<file path="config.mk">
export PLATFORM = sky130hd
export DESIGN_NAME = agp_ctrl
export DESIGN_NICKNAME = d
export VERILOG_FILES = /design/src/verilog/agp_pkg.sv /design/src/verilog/agp_ctrl.sv /design/src/verilog/agp_sync.sv /design/src/verilog/agp_clkdet.sv
export SDC_FILE = /design/constraint.sdc
export NUM_CORES = 1
export LEC_CHECK = 0
export BUFFER_PORTS_ARGS = -buffer_cell sky130_fd_sc_hd__clkbuf_2
export CAP_MARGIN = 20
export CORE_MARGIN = 10
export CORE_UTILIZATION = 30
export CTS_BUF_LIST = sky130_fd_sc_hd__clkbuf_4 sky130_fd_sc_hd__clkbuf_8 sky130_fd_sc_hd__clkbuf_16
export DETAILED_ROUTE_END_ITERATION = 10
export SLEW_MARGIN = 20
export SYNTH_ARGS = -nofsm -noshare
export SYNTH_HDL_FRONTEND = slang
export SYNTH_SLANG_ARGS = --single-unit
</file>
<file path="constraint.sdc">
create_clock -name pclk -period 11.5 [get_ports pclk]
set_input_delay 1.15 -clock pclk [delete_from_list [all_inputs] [get_ports pclk]]
set_output_delay 1.15 -clock pclk [all_outputs]
set_load 0.05 [all_outputs]
</file>
<file path="src/verilog/agp_pkg.sv">
// Package for the amplifier gain and protection controller.
// Assumes a 100 MHz pclk and APB register access.
package agp_pkg;
  localparam int unsigned CLK_MHZ = 100;
  // Timing figures in their own units, and derived cycle counts
  localparam int unsigned OC_DETECT_NS = 14000;
  localparam int unsigned OC_OFF_MS = 67;
  localparam int unsigned COOL_HOLD_NS = 100000;
  localparam int unsigned MUTE_US = 2700;
  localparam int unsigned CLK_LOSS_NS = 22000;
  localparam int unsigned OC_DETECT_CYC = (OC_DETECT_NS * CLK_MHZ + 999) / 1000;
  localparam int unsigned OC_OFF_CYC = OC_OFF_MS * 1000 * CLK_MHZ;
  localparam int unsigned COOL_HOLD_CYC = (COOL_HOLD_NS * CLK_MHZ + 999) / 1000;
  localparam int unsigned MUTE_CYC = MUTE_US * CLK_MHZ;
  localparam int unsigned CLK_LOSS_CYC = (CLK_LOSS_NS * CLK_MHZ) / 1000;
  localparam int unsigned UNMUTE_STEP_CYC = 512;
  // Gain word: 16-bit linear, 0x8000 is 0 dB
  localparam logic [15:0] GAIN_UNITY = 16'h8000;
  localparam int unsigned GAIN_SHIFT = 6;
  localparam logic [7:0] UNMUTE_STEPS = 8'hff;
  // Register byte offsets
  localparam logic [7:0] OFS_CTRL = 8'h00;
  localparam logic [7:0] OFS_ATTACK = 8'h04;
  localparam logic [7:0] OFS_HOLD = 8'h08;
  localparam logic [7:0] OFS_DECAY = 8'h0c;
  localparam logic [7:0] OFS_MINGAIN = 8'h10;
  localparam logic [7:0] OFS_MAXCUT = 8'h14;
  localparam logic [7:0] OFS_STATUS = 8'h18;
  localparam logic [7:0] OFS_GAIN = 8'h1c;
  // Reset values
  localparam logic [23:0] RST_ATTACK = 24'h000064;
  localparam logic [23:0] RST_HOLD = 24'h0f4240;
  localparam logic [23:0] RST_DECAY = 24'h002710;
  localparam logic [15:0] RST_MINGAIN = 16'h2000;
  localparam logic [7:0] RST_MAXCUT = 8'h10;
  typedef enum logic [2:0] {AGP_OFF, AGP_MUTE, AGP_UNMUTE, AGP_RUN} agp_pwr_t;
  typedef enum logic [1:0] {AGP_IDLE, AGP_ATTACK, AGP_HOLD, AGP_DECAY} agp_lvl_t;
endpackage : agp_pkg

</file>
<file path="src/verilog/agp_ctrl.sv">
// Gain control and protection supervisor for a mono class-D stage.
// Assumes async fault flags and audio clocks from pins, APB master on pclk.
// Notes on behaviour
// - Clip flag starts stepped gain reduction
// - Cut stops on clip clear or limit
// - Hold gain after last clip
// - After hold, raise gain at decay rate
// - Gain never cut below minimum gain
// - Attack step multiplies by 1-1/64
// - Short for 14us: drivers off 67ms
// - Retry after off time, repeat forever
// - Undervoltage turns drivers off only
// - Power-on reset forces driver down
// - Hot off; cool 100us re-enable
// - Clock loss shuts the driver down
// - Reset puts everything powered down
// - Enable and clocks start power-up
// - Power-up audible within 10 ms
// - Power-down about 22us after clocks stop
// - Level control only in its gain mode
// - Mute 2.7 ms on power-up grant
// - Unmute one step per 512 cycles
//
// The APB interface to the registers and the placing of the registers were decided locally.
`timescale 1ns/100ps
module agp_ctrl
  import agp_pkg::*;
#(
  parameter int unsigned OC_OFF_CYCLES = agp_pkg::OC_OFF_CYC,
  parameter int unsigned MUTE_CYCLES = agp_pkg::MUTE_CYC
) (
  input wire logic pclk,
  input wire logic presetn,
  input wire logic psel,
  input wire logic penable,
  input wire logic pwrite,
  input wire logic [7:0] paddr,
  input wire logic [31:0] pwdata,
  output logic [31:0] prdata,
  output logic pready,
  output logic pslverr,
  input wire logic enable_pin,
  input wire logic level_mode_pin,
  input wire logic bclk_pin,
  input wire logic fsync_pin,
  input wire logic clip_pin,
  input wire logic short_pin,
  input wire logic uv_pin,
  input wire logic hot_pin,
  input wire logic cool_pin,
  output logic drivers_on,
  output logic analog_mute,
  output logic power_up_grant,
  output logic [15:0] gain
);
  import agp_pkg::*;

  function automatic logic [15:0] step_down(input logic [15:0] g);
    step_down = g - (g >> GAIN_SHIFT);
  endfunction : step_down

  function automatic logic [15:0] step_up(input logic [15:0] g);
    step_up = g + (g >> GAIN_SHIFT) + 16'h0001;
  endfunction : step_up

  logic en_s, mode_s, bclk_s, fs_s, clip_s, short_s, uv_s, hot_s, cool_s;
  logic bclk_alive, fs_alive;

  agp_sync u_s_en (.pclk(pclk), .presetn(presetn), .d(enable_pin), .q(en_s));
  agp_sync u_s_md (.pclk(pclk), .presetn(presetn), .d(level_mode_pin), .q(mode_s));
  agp_sync u_s_bc (.pclk(pclk), .presetn(presetn), .d(bclk_pin), .q(bclk_s));
  agp_sync u_s_fs (.pclk(pclk), .presetn(presetn), .d(fsync_pin), .q(fs_s));
  agp_sync u_s_cl (.pclk(pclk), .presetn(presetn), .d(clip_pin), .q(clip_s));
  agp_sync u_s_sh (.pclk(pclk), .presetn(presetn), .d(short_pin), .q(short_s));
  agp_sync u_s_uv (.pclk(pclk), .presetn(presetn), .d(uv_pin), .q(uv_s));
  agp_sync u_s_ht (.pclk(pclk), .presetn(presetn), .d(hot_pin), .q(hot_s));
  agp_sync u_s_co (.pclk(pclk), .presetn(presetn), .d(cool_pin), .q(cool_s));
  agp_clkdet u_det_bc (.pclk(pclk), .presetn(presetn), .sig(bclk_s), .alive(bclk_alive));
  agp_clkdet u_det_fs (.pclk(pclk), .presetn(presetn), .sig(fs_s), .alive(fs_alive));

  // Registers
  logic ctrl_q;
  logic [23:0] attack_q, hold_q, decay_q;
  logic [15:0] min_gain_q;
  logic [7:0] max_cut_q;
  logic [31:0] prdata_q;

  wire apb_setup = psel && !penable;
  // Writes land at the access edge, where the master sees pready high
  wire apb_wr = psel && penable && pready && pwrite;
  wire apb_rd = apb_setup && !pwrite;
  wire hit = (paddr <= OFS_GAIN) && (paddr[1:0] == 2'b00);

  // Protection state
  logic [12:0] oc_cnt_q;
  logic [26:0] oc_off_q;
  logic oc_trip_q;
  logic hot_trip_q;
  logic [13:0] cool_cnt_q;
  wire oc_fault = oc_trip_q;
  wire fault = oc_fault || uv_s || hot_trip_q;
  wire clocks_ok = bclk_alive && fs_alive;
  wire grant_d = en_s && clocks_ok;

  // Power sequencer
  agp_pwr_t pwr_q;
  logic [18:0] seq_cnt_q;
  logic [7:0] unmute_q;

  // Level controller
  agp_lvl_t lvl_q;
  logic [15:0] lvl_gain_q;
  logic [23:0] lvl_cnt_q;
  logic [7:0] cut_cnt_q;
  wire level_on = mode_s && ctrl_q;
  wire lvl_tick_atk = lvl_cnt_q >= attack_q;
  wire lvl_tick_hold = lvl_cnt_q >= hold_q;
  wire lvl_tick_dcy = lvl_cnt_q >= decay_q;
  wire [15:0] lvl_down = step_down(lvl_gain_q);
  wire [15:0] lvl_up = step_up(lvl_gain_q);
  wire [15:0] lvl_down_clamped = (lvl_down < min_gain_q) ? min_gain_q : lvl_down;
  wire [15:0] lvl_up_clamped = (lvl_up > GAIN_UNITY || lvl_up < lvl_gain_q) ? GAIN_UNITY : lvl_up;
  wire [15:0] ramp_gain = {unmute_q, 8'h00};
  wire [15:0] out_gain = (ramp_gain < lvl_gain_q) ? ramp_gain : lvl_gain_q;

  // APB slave: zero wait states, error on unmapped address
  always_ff @(posedge pclk or negedge presetn) begin
    if (!presetn) begin
      ctrl_q <= 1'b1;
      attack_q <= RST_ATTACK;
      hold_q <= RST_HOLD;
      decay_q <= RST_DECAY;
      min_gain_q <= RST_MINGAIN;
      max_cut_q <= RST_MAXCUT;
      prdata_q <= '0;
    end else if (apb_wr && hit) begin
      case (paddr)
        OFS_CTRL: ctrl_q <= pwdata[0];
        OFS_ATTACK: attack_q <= pwdata[23:0];
        OFS_HOLD: hold_q <= pwdata[23:0];
        OFS_DECAY: decay_q <= pwdata[23:0];
        OFS_MINGAIN: min_gain_q <= pwdata[15:0];
        OFS_MAXCUT: max_cut_q <= pwdata[7:0];
        default: ctrl_q <= ctrl_q;
      endcase
    end else if (apb_rd) begin
      case (paddr)
        OFS_CTRL: prdata_q <= {31'h0, ctrl_q};
        OFS_ATTACK: prdata_q <= {8'h00, attack_q};
        OFS_HOLD: prdata_q <= {8'h00, hold_q};
        OFS_DECAY: prdata_q <= {8'h00, decay_q};
        OFS_MINGAIN: prdata_q <= {16'h0000, min_gain_q};
        OFS_MAXCUT: prdata_q <= {24'h000000, max_cut_q};
        OFS_STATUS: prdata_q <= {22'h0, lvl_q, pwr_q, hot_trip_q, uv_s, oc_trip_q, clocks_ok, en_s};
        OFS_GAIN: prdata_q <= {16'h0000, gain};
        default: prdata_q <= '0;
      endcase
    end
  end

  always_ff @(posedge pclk or negedge presetn) begin
    if (!presetn) begin
      pready <= 1'b0;
      pslverr <= 1'b0;
    end else begin
      pready <= apb_setup;
      pslverr <= apb_setup && !hit;
    end
  end
  assign prdata = prdata_q;

  // Over-current: qualify, then timed off period, then retry
  always_ff @(posedge pclk or negedge presetn) begin
    if (!presetn) begin
      oc_cnt_q <= '0;
      oc_off_q <= '0;
      oc_trip_q <= 1'b0;
    end else if (oc_trip_q) begin
      oc_cnt_q <= '0;
      if (oc_off_q >= 27'(OC_OFF_CYCLES - 1)) begin
        oc_trip_q <= 1'b0;
        oc_off_q <= '0;
      end else begin
        oc_off_q <= oc_off_q + 27'h1;
      end
    end else if (short_s && drivers_on) begin
      if (oc_cnt_q >= 13'(OC_DETECT_CYC - 1)) begin
        oc_trip_q <= 1'b1;
      end else begin
        oc_cnt_q <= oc_cnt_q + 13'h1;
      end
    end else begin
      oc_cnt_q <= '0;
    end
  end

  // Over-temperature with cool qualification
  always_ff @(posedge pclk or negedge presetn) begin
    if (!presetn) begin
      hot_trip_q <= 1'b0;
      cool_cnt_q <= '0;
    end else if (hot_s) begin
      hot_trip_q <= 1'b1;
      cool_cnt_q <= '0;
    end else if (hot_trip_q && cool_s) begin
      if (cool_cnt_q >= 14'(COOL_HOLD_CYC - 1)) begin
        hot_trip_q <= 1'b0;
        cool_cnt_q <= '0;
      end else begin
        cool_cnt_q <= cool_cnt_q + 14'h1;
      end
    end else begin
      cool_cnt_q <= '0;
    end
  end

  // Power-up sequence: mute, then soft unmute ramp
  always_ff @(posedge pclk or negedge presetn) begin
    if (!presetn) begin
      pwr_q <= AGP_OFF;
      seq_cnt_q <= '0;
      unmute_q <= '0;
    end else if (!grant_d) begin
      pwr_q <= AGP_OFF;
      seq_cnt_q <= '0;
      unmute_q <= '0;
    end else begin
      case (pwr_q)
        AGP_OFF: begin
          pwr_q <= AGP_MUTE;
          seq_cnt_q <= '0;
        end
        AGP_MUTE: begin
          if (seq_cnt_q >= 19'(MUTE_CYCLES - 1)) begin
            pwr_q <= AGP_UNMUTE;
            seq_cnt_q <= '0;
          end else begin
            seq_cnt_q <= seq_cnt_q + 19'h1;
          end
        end
        AGP_UNMUTE: begin
          if (seq_cnt_q >= 19'(UNMUTE_STEP_CYC - 1)) begin
            seq_cnt_q <= '0;
            unmute_q <= unmute_q + 8'h01;
            if (unmute_q == UNMUTE_STEPS - 8'h01) begin
              pwr_q <= AGP_RUN;
            end
          end else begin
            seq_cnt_q <= seq_cnt_q + 19'h1;
          end
        end
        AGP_RUN: unmute_q <= UNMUTE_STEPS;
        default: pwr_q <= AGP_OFF;
      endcase
    end
  end

  // Automatic level control
  always_ff @(posedge pclk or negedge presetn) begin
    if (!presetn) begin
      lvl_q <= AGP_IDLE;
      lvl_gain_q <= GAIN_UNITY;
      lvl_cnt_q <= '0;
      cut_cnt_q <= '0;
    end else if (!level_on) begin
      lvl_q <= AGP_IDLE;
      lvl_gain_q <= GAIN_UNITY;
      lvl_cnt_q <= '0;
      cut_cnt_q <= '0;
    end else begin
      case (lvl_q)
        AGP_IDLE, AGP_DECAY: begin
          if (clip_s) begin
            lvl_q <= AGP_ATTACK;
            lvl_cnt_q <= attack_q;
            cut_cnt_q <= '0;
          end else if (lvl_q == AGP_DECAY) begin
            if (lvl_gain_q >= GAIN_UNITY) begin
              lvl_q <= AGP_IDLE;
            end else if (lvl_tick_dcy) begin
              lvl_gain_q <= lvl_up_clamped;
              lvl_cnt_q <= '0;
            end else begin
              lvl_cnt_q <= lvl_cnt_q + 24'h1;
            end
          end
        end
        AGP_ATTACK: begin
          if (!clip_s || cut_cnt_q >= max_cut_q) begin
            lvl_q <= AGP_HOLD;
            lvl_cnt_q <= '0;
          end else if (lvl_tick_atk) begin
            lvl_gain_q <= lvl_down_clamped;
            cut_cnt_q <= cut_cnt_q + 8'h01;
            lvl_cnt_q <= '0;
          end else begin
            lvl_cnt_q <= lvl_cnt_q + 24'h1;
          end
        end
        AGP_HOLD: begin
          if (clip_s) begin
            lvl_cnt_q <= '0;
          end else if (lvl_tick_hold) begin
            lvl_q <= AGP_DECAY;
            lvl_cnt_q <= '0;
          end else begin
            lvl_cnt_q <= lvl_cnt_q + 24'h1;
          end
        end
        default: lvl_q <= AGP_IDLE;
      endcase
    end
  end

  // Outputs
  always_ff @(posedge pclk or negedge presetn) begin
    if (!presetn) begin
      drivers_on <= 1'b0;
      analog_mute <= 1'b1;
      power_up_grant <= 1'b0;
      gain <= '0;
    end else begin
      drivers_on <= (pwr_q != AGP_OFF) && !fault;
      analog_mute <= (pwr_q == AGP_OFF) || (pwr_q == AGP_MUTE);
      power_up_grant <= grant_d;
      gain <= (pwr_q == AGP_RUN) ? lvl_gain_q : ((pwr_q == AGP_UNMUTE) ? out_gain : 16'h0000);
    end
  end
endmodule : agp_ctrl

</file>
<file path="src/verilog/agp_sync.sv">
// Two-flop synchroniser for one level.
// Assumes the input is asynchronous to pclk.
`timescale 1ns/100ps
module agp_sync (
  input wire logic pclk,
  input wire logic presetn,
  input wire logic d,
  output logic q
);
  logic s1_q;
  always_ff @(posedge pclk or negedge presetn) begin
    if (!presetn) begin
      s1_q <= 1'b0;
      q <= 1'b0;
    end else begin
      s1_q <= d;
      q <= s1_q;
    end
  end
endmodule : agp_sync

</file>
<file path="src/verilog/agp_clkdet.sv">
// Activity detector for a sampled audio clock.
// Assumes the input is already synchronised to pclk.
`timescale 1ns/100ps
module agp_clkdet
  import agp_pkg::*;
(
  input wire logic pclk,
  input wire logic presetn,
  input wire logic sig,
  output logic alive
);
  logic prev_q;
  logic [11:0] cnt_q;
  wire edge_seen = sig ^ prev_q;
  always_ff @(posedge pclk or negedge presetn) begin
    if (!presetn) begin
      prev_q <= 1'b0;
      cnt_q <= '0;
      alive <= 1'b0;
    end else begin
      prev_q <= sig;
      if (edge_seen) begin
        cnt_q <= '0;
        alive <= 1'b1;
      end else if (cnt_q >= 12'(CLK_LOSS_CYC - 1)) begin
        alive <= 1'b0;
      end else begin
        cnt_q <= cnt_q + 12'h001;
      end
    end
  end
endmodule : agp_clkdet

</file>
==> results of run 1 <==
==> cell usage in the layout (no fill, tap or decap), types with 45 or more instances in the layout <==
cell      Yosys  final
o21ai_0     150    150
mux2_2       98     98
xnor2_1      45     45
inv_1       155    155
ha_1        153    153
nor2_1      178    178
a21oi_1      95     94
dfrtp_1     303    303
clkbuf_2      0     89
nand3_1      60     60
nand2_1     189    189
==> path summary, 6_finish.rpt <==
check / from / to / cells after the start
setup / recovery: lvl_gain_q[10] / lvl_gain_q[11] / 20
hold / removal: u_s_co.s1_q / u_s_co.q / 0
setup reg to reg: lvl_gain_q[10] / lvl_gain_q[11] / 20
hold reg to reg: u_s_co.s1_q / u_s_co.q / 0
max in group asynchronous: presetn / prdata[10] / 3
min in group asynchronous: presetn / u_s_md.s1_q / 1
==> state kept, by name, indices dropped and copies added (netlist names), 16 cells and up <==
| name | flops |
|---|---|
| oc_off_q | 27 |
| attack_q | 24 |
| decay_q | 24 |
| hold_q | 24 |
| lvl_cnt_q | 24 |
| prdata | 24 |
| seq_cnt_q | 19 |
| gain | 16 |
| lvl_gain_q | 16 |
| min_gain_q | 16 |
==> per-layer routing <==
layer | vias up | routed length [um] | global-route usage
met2 | 509 | 25500 | 0.234
met3 | 102 | 4240 | 0.0354
li1 | 7627 | - | -
met1 | 7973 | 26800 | 0.208
met5 | - | 24 | 0
met4 | 4 | 1510 | 0.0443
==> cells in the mapped netlist (4+ instances only) <==
cell	n	area share
o41ai_1	4	0.0018
buf_1	5	0.00096
a21oi_1	95	0.024
o211ai_1	15	0.0057
nor2_1	178	0.034
mux2i_1	18	0.0092
o21ai_0	150	0.038
a31oi_1	28	0.0089
o21ai_1	18	0.0046
a211oi_1	14	0.0054
nand4_1	31	0.0099
nand2_1	189	0.036
o21a_1	10	0.0038
inv_1	155	0.030
xor2_1	43	0.019
dfrtp_1	303	0.39
nor3_1	34	0.0087
buf_4	8	0.0031
o21bai_1	5	0.0019
ha_1	153	0.098
and2_1	15	0.0048
and4_1	5	0.0022
or4_1	7	0.0027
a22o_1	15	0.0067
and3_1	43	0.014
nor4_1	12	0.0038
a221oi_1	14	0.0063
mux4_2	4	0.0046
nor3b_1	7	0.0027
a21o_1	25	0.0096
o31a_1	5	0.0022
o221a_2	6	0.0034
nand2b_1	16	0.0051
xnor2_1	45	0.020
clkbuf_1	71	0.014
a22oi_1	31	0.012
dfstp_2	20	0.027
o22ai_1	10	0.0032
o31ai_1	27	0.010
nand3_1	60	0.015
nor2b_1	22	0.0070
a41oi_1	4	0.0018
mux2_2	98	0.056
or3_1	6	0.0019
a21boi_0	4	0.0015
==> metrics by stage <==
stage | power, W | setup WS (ns) | hold slack, ns | cells | area [um^2]
3_5_place_dp | 0.00142 | 5.78 | 0.337 | 2979 | 21000
2_1_floorplan | 0.00133 | 6.94 | 0.331 | 2101 | 19600
3_3_place_gp | 0.00141 | 5.80 | 0.337 | 2979 | 21000
6_report | 0.00274 | 5.85 | 0.346 | 3052 | 22400
4_1_cts | 0.00277 | 5.75 | 0.349 | 3051 | 22400
5_1_grt | 0.00285 | 5.48 | 0.350 | 3052 | 22400
==> cell type report <==
cell class | count | share of cell area
clock buffers | 51 | 0.0504
clock inverters | 21 | 0.0120
inverters | 158 | 0.0265
multi-input cells | 1532 | 0.473
flip-flops and latches | 323 | 0.362
well taps | 855 | 0.0478
repair buffers | 112 | 0.0279
==> cell families after synthesis <==
kind of cell,after synthesis
AO/OA/AOI/OAI,521
AND/OR/NAND/NOR,638
flip-flops,323
other,1
adder cells (fa/ha/maj),155
buffers and inverters,246
multiplexers,121
XOR/XNOR,89
==> worst max-delay path, stage by stage (launching register included) <==
cell	delay, ns
dfrtp_1	0.68
inv_1	0.29
ha_1	0.49
inv_2	0.08
a221oi_2	0.32
o21bai_2	0.13
o31ai_1	0.37
nor2_1	0.09
nor2_1	0.10
o21bai_1	0.10
and3_1	0.20
ha_1	0.34
nand4_1	0.11
a211oi_1	0.46
nand3_1	0.12
or4_1	0.42
or3_1	0.34
nor4_2	0.26
a211oi_4	0.18
o31a_1	0.32
o31ai_2	0.17
==> report_power, final <==
group	leakage, nW	switching [W]	internal [W]
clock network	0.688	0.000526	0.000810
logic	4.83	0.000152	0.0000653
registers	4.36	0.0000253	0.00116
==> out/results.txt, run 1 <==
Status: complete, no violations
MaxCap Viol Count: 0
DIE WIDTH: 276 um
CTS tree: built
Detailed-route vias per instance: 5.31
Antenna Nets Post-Route: 0
Post-synthesis sequential element count: 323
Max-Slew Margin vs Limit: 0.314
Time the worst path needs with I/O delays and setup: 5.65 ns
Clock-pin slew on the worst setup and hold paths: 0.06 ns
Total CTS buffers: 40
Clock sink total: 323
Number of setup buffers added after CTS: 0
Sum of routed wire length over all layers: 58,100 um
Synth cell types: 83
Most used flip-flop cell after synthesis: dfrtp_1
Netlist Area Pre-Place: 19,600 um^2
Reg area: 8110 um^2
Fraction of layout cells with a size suffix above 1: 0.153
Synthesized-area fraction occupied by xor and xnor cells: 0.0401
Post-synthesis compound-gate area fraction: 0.173
Number of top-level pins: 107
Via count of the first global-routing pass: 16,300
Antenna diode count: 0
Data arrival time of the critical path: 6.13 ns
Transition time of the tightest slew-check pin: 1.02 ns
Sequential cell area fraction in the yosys report: 0.413
Endpoint kind of the worst setup timing path: flop
Startpoint class of the critical path: flop
Number of enable flip-flop cells after synthesis: 0
Final setup violation count: 0
Layout Nets: 2,376
Std-Cell Rows: 93
Combinational family with the most area after synthesis: compound AO/OA/AOI/OAI gates
Worst-case vdd ir drop: 81.8 uV
Initial cell density of the core: 0.304
Proportion of synthesized flip-flops having asynchronous set or reset: 1.00
Final-report hold violation count: 0
DR WL/cell: 19.0 um
RSZ-0062 raised after global routing: no
Cts repair resizes: 0
Cell chosen for the clock root: clkbuf_16
Type of the worst setup path: reg2reg
Setup skew after layout: 0.0418 ns
Final-layout fill cell count: 6,530
R2R setup slack: 5.85 ns
Largest net degree at the start of global routing: 111
H-tree depth: 2
Path category of the worst min-delay check: reg2reg
Synth Area in Adders: 0.0997
Area enclosed by the die boundary: 76,000 um^2
Max Freq: 177 MHz
Count of buffers from port buffering: 90
P per Cell Area: 122 nW/um^2
Max-slew violation count: 0
Period utilisation layout: 0.491
Total iterations of the first detailed-routing run: 5
Global route total overflow: 0
Final weighted congestion of routability-driven global placement: 0.916
CORE AREA: 64,600 um^2
Worst EP required: 11.99 ns
Leakage power summed over all cells: 9.88 nW
First-pass GRT wire length: 92,500 um
Overall die height: 276 um
Area of the multi-input gates: 10,600 um^2
Maximum clock path buffer count: 3
DRC viols: 0
Count of vias placed by the detailed router: 16,200
Insertion delay of the later-clocked pin in the worst-skew pair: 0.58 ns
Area growth syn-to-layout: 14.2%
Crit path max fanout: 15
Starting DRT DRC Count: 1,375
Post-synthesis instance total: 2,094
Number of warnings reported in the yosys synthesis log: 0
Fraction of the mapped netlist area in simple logic gates: 0.154
Number of hold-repair buffers added at the cts stage: 0
Setup_tns: 0 ns
Multiplexer share of the synthesized area: 0.0708
Overall global routing resource usage: 0.152
Number of antenna violations at the first check in global routing: 5
Post-detailed-placement half-perimeter wirelength: 42,800 um
Fin util: 0.347
Average size of a mapped cell: 9.36 um^2
Power figures use the tool's default switching activity.
==> inputs of run 2 (changes only) <==
--- a/config.mk
+++ b/config.mk
@@ -5,6 +5,7 @@
 export SDC_FILE = /design/constraint.sdc
 export NUM_CORES = 1
 export LEC_CHECK = 0
+export ABC_AREA = 1
 export BUFFER_PORTS_ARGS = -buffer_cell sky130_fd_sc_hd__clkbuf_2
 export CAP_MARGIN = 20
 export CORE_MARGIN = 10
==> constraint.sdc (replaced) <==
create_clock -name pclk -period 5.6 [get_ports pclk]
set_input_delay 0.56 -clock pclk [delete_from_list [all_inputs] [get_ports pclk]]
set_output_delay 0.56 -clock pclk [all_outputs]
set_load 0.05 [all_outputs]
==> out/results.txt, run 2 <==
Status: complete, no violations
Path category of the worst min-delay check: in2reg
Fraction of layout cells with a size suffix above 1: 0.0908 (-0.0622)
Sum of routed wire length over all layers: 61,500 um (+6.0%)
Clock-pin slew on the worst setup and hold paths: 0.06 ns (about the same)
CTS tree: built
Post-synthesis instance total: 2,793 (+33%)
Leakage power summed over all cells: 11.0 nW (+11%)
Netlist Area Pre-Place: 20,800 um^2 (+6.3%)
Sequential power share: 0.444 (+0.012)
Insertion delay of the later-clocked pin in the worst-skew pair: 0.56 ns (-0.02 ns)
DP Cell Count: 3,758 (+26%)
DIE WIDTH: 284 um (+2.9%)
Final weighted congestion of routability-driven global placement: 0.943 (+2.9%)
CP dominant cell by count: nand2_1
Starting DRT DRC Count: 1,312 (-4.6%)
Worst hold slack across all endpoints: 0.100 ns (-0.246 ns)
Area of placed instances: 22,300 um^2 (+6.1%)
Count of non-filler cells in the finished layout: 3,829 (+25%)
Top cell types by occurrence after synthesis: 708 x nand2_1, 362 x inv_1, 303 x dfrtp_1, 243 x o21ai_0, 236 x nor2_1
Area growth syn-to-layout: 13.2%
Global route total overflow: 0 (unchanged)
Cts repair resizes: 0 (unchanged)
Part of the power in combinational logic: 0.060 (-0.019)
Slowest cell on the critical path: ha_1
Number of flip-flops in the largest register: 27 (unchanged)
Synth cell types: 61 (-27%)
Max Freq: 217 MHz (+22%)
Number of enable flip-flop cells after synthesis: 0 (unchanged)
Area of all placed cells without fillers: 23,600 um^2 (+5.4%)
H-tree depth: 2 (unchanged)
Count of buffering cells on the critical path with inverters included: 4 (+2)
Most common cell in the netlist: nand2_1
Delay of the slowest cell on the worst path: 0.64 ns (-0.04 ns)
Transition time of the tightest slew-check pin: 0.978 ns (-0.0402 ns)
Final setup violation count: 0 (unchanged)
Count of buffers from port buffering: 90 (unchanged)
Endpoint kind of the worst setup timing path: flop
Area enclosed by the die boundary: 80,400 um^2 (+5.9%)
Internal power summed over all cells: 0.00405 W (+99%)
Overall global routing resource usage: 0.149 (-0.00243)
P per Cell Area: 228 nW/um^2 (+87%)
First-pass GRT wire length: 98,100 um (+6.1%)
DR WL/cell: 16.1 um (-16%)
Most used flip-flop cell after synthesis: dfrtp_1
Cell chosen for the clock root: clkbuf_16
Number of antenna violations at the first check in global routing: 1 (-4)
Setup skew after layout: 0.0203 ns (-0.0215 ns)
Total iterations of the first detailed-routing run: 5 (unchanged)
Number of hold-repair buffers added at the cts stage: 1 (+1)
Startpoint class of the critical path: flop
Data arrival time of the critical path: 5.05 ns (-1.08 ns)
Proportion of synthesized flip-flops having asynchronous set or reset: 1.00 (unchanged)
Final-report hold violation count: 0 (unchanged)
Top cells by area, synth: dfrtp_1 36%, nand2_1 13%, ha_1 9.2%
Std-Cell Rows: 96 (+3.2%)
DRC viols: 0 (unchanged)
Largest Register: oc_off_q
Final-layout fill cell count: 7,379 (+13%)
Post-synthesis sequential element count: 323 (unchanged)
Detailed-route vias per instance: 4.81 (-9.4%)
Sw frac: 0.249 (-0.00837)
Initial cell density of the core: 0.303 (about the same)
Total CTS buffers: 38 (-5.0%)
Largest net degree at the start of global routing: 139 (+25%)
Total design power: 0.00538 W (+97%)
Worst EP required: 6.04 ns (-5.95 ns)
Clock power share: 0.495 (+0.007)
Max-slew violation count: 0 (unchanged)
Average size of a mapped cell: 7.47 um^2 (-20%)
Max-Slew Margin vs Limit: 0.346 (+0.0317)
Leading cell type in the layout, fill and taps excluded: nand2_1
Number of setup buffers added after CTS: 0 (unchanged)
Type of the worst setup path: reg2reg
Crit path max fanout: 28 (+13)
CP cell instances: clkinv_1 -> ha_1 -> nand2_1 -> o21ai_0 -> nand2_1 -> and2_1 -> nand3_1 -> o21ai_0 -> nand2_1 -> inv_1 -> ha_1 -> nand2_1 -> inv_1 -> nand3_1 -> inv_1 -> a21oi_1 -> nand2_1 -> nand2_1 -> nand2_1 -> nor2_1 -> nor2_1 -> nand2_1 -> nand2_1
Post-detailed-placement half-perimeter wirelength: 45,600 um (+6.8%)
Antenna Nets Post-Route: 0 (unchanged)
Clock sink total: 323 (unchanged)
Sequential cell area fraction in the yosys report: 0.389 (-0.0246)
Setup_tns: 0 ns (unchanged)
RSZ-0062 raised after global routing: no
CORE AREA: 68,700 um^2 (+6.4%)
Cell family contributing the most delay on the critical path: simple AND/OR/NAND/NOR gates
Worst-case vdd ir drop: 186 uV (+130%)
MaxCap Viol Count: 0 (unchanged)
Synth area leader: dfrtp_1
Count of vias placed by the detailed router: 18,400 (+14%)
Maximum clock path buffer count: 3 (unchanged)
Layout Nets: 3,077 (+30%)
Period utilisation layout: 0.824 (+0.333)
Number of top-level pins: 107 (unchanged)
Overall die height: 284 um (+2.9%)
Via count of the first global-routing pass: 17,600 (+8.4%)
Time the worst path needs with I/O delays and setup: 4.61 ns (-1.03 ns)
Switching power: 0.00134 W (+90%)
Most frequent cells in the layout: 707 x nand2_1, 362 x inv_1, 303 x dfrtp_1, 243 x o21ai_0, 236 x nor2_1
Number of warnings reported in the yosys synthesis log: 0 (unchanged)
Post-synth top area share: 0.364 (-0.0230)
==> run 2: cell types whose count changed after synthesis, sizes merged, moves of 36 or more <==
cell   before  now
o22ai      10   49
a21oi      95  143
mux2       99    0
inv       157  373
nand3      60  125
and3       43    1
nor2      179  248
o21ai     169  249
nand2     189  715
nand4      31   67
==> run 2: power by group through the flow <==
| stage | Combinational [W] | Sequential (W) | Clock, W |
|---|---|---|---|
| detailed placement | 0.000330 | 0.00243 | 0 |
| global placement | 0.000329 | 0.00243 | 0 |
| CTS | 0.000331 | 0.00239 | 0.00274 |
| floorplan | 0.000158 | 0.00244 | 0 |
| finish | 0.000325 | 0.00239 | 0.00267 |
| global route | 0.000366 | 0.00240 | 0.00283 |
==> run 2: cell families (layout without fill, tap and decap cells) <==
| family | after synthesis | in the layout | synth area share |
|---|---|---|---|
| buf+inv | 461 | 558 | 0.0877 |
| simple gates | 1264 | 1264 | 0.261 |
| fa+ha+maj | 155 | 155 | 0.0937 |
| flops | 323 | 323 | 0.389 |
| other cells | 1 | 9 | 0.000180 |
| mux | 1 | 1 | 0.000480 |
| xor+xnor | 68 | 68 | 0.0289 |
| compound gates | 520 | 520 | 0.139 |
==> run 2: path summary, 6_finish.rpt <==
| path | startpoint | end | slack, ns | cells past startpoint |
|---|---|---|---|---|
| hold reg to reg | u_s_en.s1_q | u_s_en.q | 0.35 | 0 |
| setup / recovery | lvl_gain_q[11] | lvl_gain_q[2] | 0.99 | 23 |
| max in group asynchronous | presetn | attack_q[4] | 3.82 | 3 |
| setup reg to reg | lvl_gain_q[11] | lvl_gain_q[2] | 0.99 | 23 |
| hold / removal | short_pin | u_s_sh.s1_q | 0.10 | 1 |
| min in group asynchronous | presetn | u_s_fs.q | 0.57 | 2 |
==> run 2: layout make-up <==
cell class	count	area, um^2	share of cell area
multi-input cells	2016	10900	0.464
flip-flops and latches	323	8110	0.344
inverters	380	1430	0.0605
well taps	931	1160	0.0494
clock buffers	51	1090	0.0462
repair buffers	109	618	0.0262
clock inverters	18	236	0.0100
diodes	1	2.50	0.000106
==> run 2: stage by stage <==
stage | worst slack, ns | util
floorplan | 2.15 | -
detailed placement | 1.03 | 0.324
global placement | 1.08 | 0.324
finish | 0.986 | 0.343
global route | 0.470 | 0.343
CTS | 1.02 | 0.343
==> run 2: worst reg2reg max path, cell delays in order (launching register included) <==
cell and delay [ns]:
dfrtp_1 0.46, clkinv_1 0.39, ha_1 0.64, nand2_1 0.14
o21ai_0 0.26, nand2_1 0.07, and2_1 0.17, nand3_1 0.11
o21ai_0 0.09, nand2_1 0.12, inv_1 0.05, ha_1 0.28
nand2_1 0.08, inv_1 0.04, nand3_1 0.08, inv_1 0.05
a21oi_1 0.27, nand2_1 0.58, nand2_1 0.23, nand2_1 0.07
nor2_1 0.12, nor2_1 0.06, nand2_1 0.10, nand2_1 0.05
==> run 2: routing by layer <==
| metal | track usage | wire, um | part of all wire | vias to the layer above |
|---|---|---|---|---|
| met5 | 0 | 0 | 0 | - |
| met4 | 0.0545 | 2000 | 0.032 | 0 |
| met3 | 0.0229 | 3300 | 0.054 | 92 |
| met2 | 0.241 | 28100 | 0.46 | 410 |
| met1 | 0.200 | 28100 | 0.46 | 8604 |
| li1 | - | - | - | 9325 |
==> inputs of run 3 (changes only) <==
--- a/config.mk
+++ b/config.mk
@@ -5,7 +5,7 @@
 export SDC_FILE = /design/constraint.sdc
 export NUM_CORES = 1
 export LEC_CHECK = 0
-export ABC_AREA = 1
+export ABC_AREA = 0
 export BUFFER_PORTS_ARGS = -buffer_cell sky130_fd_sc_hd__clkbuf_2
 export CAP_MARGIN = 20
 export CORE_MARGIN = 10
==> constraint.sdc (replaced) <==
create_clock -name pclk -period 4.1 [get_ports pclk]
set_input_delay 0.41 -clock pclk [delete_from_list [all_inputs] [get_ports pclk]]
set_output_delay 0.41 -clock pclk [all_outputs]
set_load 0.05 [all_outputs]
==> out/results.txt, run 3 (synthesized netlist as in run 1, its figures left out) <==
Leakage power summed over all cells: 10.6 nW (-3.6%)
Fin util: 0.369 (+0.0252)
Sum of routed wire length over all layers: 61,200 um (-0.47%)
Worst Setup Slack post-DPL: -0.346 ns (-1.38 ns)
Insertion delay of the later-clocked pin in the worst-skew pair: 0.60 ns (+0.04 ns)
Period utilisation layout: 1.07 (+0.242)
Area growth syn-to-layout: 21.4%
CORE AREA: 64,600 um^2 (-6.0%)
Data arrival time of the critical path: 4.85 ns (-0.20 ns)
Antenna Nets Post-Route: 0 (unchanged)
DR WL/cell: 19.2 um (+20%)
Clock-pin slew on the worst setup and hold paths: 0.06 ns (about the same)
Number of top-level pins: 107 (unchanged)
Post-detailed-placement half-perimeter wirelength: 46,000 um (+0.81%)
Largest net degree at the start of global routing: 96 (-31%)
Startpoint class of the critical path: flop
CTS tree: built
Failing checks: negative setup slack
Cell chosen for the clock root: clkbuf_16
Worst hold slack across all endpoints: 0.0446 ns (-0.0556 ns)
Final-report hold violation count: 0 (unchanged)
Starting DRT DRC Count: 1,353 (+3.1%)
Number of antenna violations at the first check in global routing: 6 (+5)
Worst EP required: 4.58 ns (-1.46 ns)
P per Cell Area: 326 nW/um^2 (+43%)
H-tree depth: 2 (unchanged)
Detailed-route vias per instance: 5.27 (+9.4%)
Max-slew violation count: 0 (unchanged)
Number of flip-flops in the largest register: 27 (unchanged)
Overall global routing resource usage: 0.160 (+0.0101)
Layout Nets: 2,509 (-18%)
Final setup violation count: 14 (+14)
Count of non-filler cells in the finished layout: 3,188 (-17%)
Count of buffers from port buffering: 90 (unchanged)
Global route total overflow: 0 (unchanged)
Hold path startpoint: penable
DIE WIDTH: 276 um (-2.8%)
Total iterations of the first detailed-routing run: 5 (unchanged)
Worst-case vdd ir drop: 335 uV (+80%)
Final-layout fill cell count: 6,409 (-13%)
Type of the worst setup path: reg2reg
Via count of the first global-routing pass: 16,900 (-4.1%)
MaxCap Viol Count: 0 (unchanged)
Leading cell type in the layout, fill and taps excluded: dfrtp_1
Overall die height: 276 um (-2.8%)
Maximum clock path buffer count: 3 (unchanged)
Initial cell density of the core: 0.304 (about the same)
Std-Cell Rows: 93 (-3.1%)
First-pass GRT wire length: 96,700 um (-1.4%)
Fraction of layout cells with a size suffix above 1: 0.222 (+0.131)
Crit path max fanout: 3 (-89%)
Path category of the worst min-delay check: in2reg
Clock sink total: 323 (unchanged)
Time the worst path needs with I/O delays and setup: 4.37 ns (-0.242 ns)
FF-to-FF Start: lvl_gain_q[0]
Area of all placed cells without fillers: 23,800 um^2 (+0.89%)
Status: complete, but fails checks
Count of vias placed by the detailed router: 16,800 (-8.9%)
DP Cell Count: 3,090 (-18%)
Endpoint kind of the worst setup timing path: flop
CP startpoint: lvl_gain_q[0]
Max Freq: 229 MHz (+5.5%)
Most frequent cells in the layout: 301 x dfrtp_1, 189 x nand2_1, 178 x nor2_1, 148 x inv_1, 145 x ha_1
Final weighted congestion of routability-driven global placement: 0.896 (-4.9%)
Largest Register: oc_off_q
Transition time of the tightest slew-check pin: 0.977 ns (-0.000983 ns)
Area of placed instances: 21,900 um^2 (-1.4%)
RSZ-0062 raised after global routing: yes
Area enclosed by the die boundary: 76,000 um^2 (-5.5%)
Max-Slew Margin vs Limit: 0.345 (-0.000584)
Setup skew after layout: 0.0529 ns (+0.0326 ns)
Total CTS buffers: 41 (+7.9%)
Worst path setup slack after routing: -0.272 ns (-1.26 ns)
Area of the multi-input gates: 10,900 um^2 (-0.41%)
Reg area: 8110 um^2 (about the same)
DRC viols: 0 (unchanged)
-- run 3: cell types whose count changed in the layout (fill, tap and decap cells not counted), sizes merged, moves of 65 or more --
cell   previous run  this run
mux2              0        99
inv             375       159
nand3           125        60
nand2           715       189
buf              19       144
nor2            248       179
o21ai           249       169
-- run 3: worst max-delay path, cell delays in order (launching register included) --
cell	delay [ns]
dfrtp_1	0.39
inv_2	0.09
ha_4	0.15
fa_2	0.23
o21bai_4	0.07
a221oi_2	0.28
o21bai_2	0.12
o31ai_4	0.21
nor2_1	0.07
nor2_1	0.12
o21bai_2	0.09
and3_4	0.19
ha_4	0.26
nand4_1	0.08
a211oi_2	0.24
nand3_1	0.09
or4_1	0.39
or3_1	0.33
nor4_2	0.17
a211oi_2	0.10
buf_4	0.16
o32a_1	0.33
a21oi_1	0.13
-- run 3: power by group --
group	internal (W)	total, W	switching, W
Sequential	0.00325	0.00332	0.0000693
Combinational	0.000203	0.000656	0.000454
Clock	0.00227	0.00379	0.00152
-- run 3: metal layers --
metal / GRT usage / part of all wire / wire [um]
met3: 0.0363 / 0.076 / 4640
met1: 0.217 / 0.45 / 27900
met2: 0.246 / 0.44 / 27000
met5: 0 / 0.00056 / 34
met4: 0.0545 / 0.029 / 1750
-- run 3: stage by stage --
stage	power (W)	setup TNS [ns]
3_5_place_dp	0.00402	-4.39
5_1_grt	0.00807	-6.38
2_1_floorplan	0.00373	-0.0109
3_3_place_gp	0.00400	-3.79
6_report	0.00776	-2.90
4_1_cts	0.00786	-3.08
-- run 3: cell type report --
type,count,share of cell area
inverter,158,0.0251
timing repair buffer,244,0.0715
clock buffer,56,0.0489
tap,855,0.0449
multi-input combinational,1532,0.458
clock inverter,18,0.0107
sequential,323,0.341
antenna,2,0.000210
-- run 3: path summary, 6_finish.rpt --
| path | slack, ns | endpoint | cells past startpoint |
|---|---|---|---|
| max | -0.27 | lvl_gain_q[0] | 22 |
| min | 0.04 | pready | 2 |
| max reg2reg | -0.27 | lvl_gain_q[0] | 22 |
| min reg2reg | 0.35 | u_s_ht.q | 0 |
| max in group asynchronous | 2.55 | lvl_gain_q[14] | 3 |
| min in group asynchronous | 0.45 | lvl_cnt_q[5] | 2 |
-- run 3: what timing repair did --
action / CTS / global route
hold buffers: 10 / 0
setup endpoints to repair: 16 / 16
gates resized for setup: 34 / 33
buffers inserted: 7 / 7
pin swaps: 25 / 23
hold endpoints to repair: 91 / 0
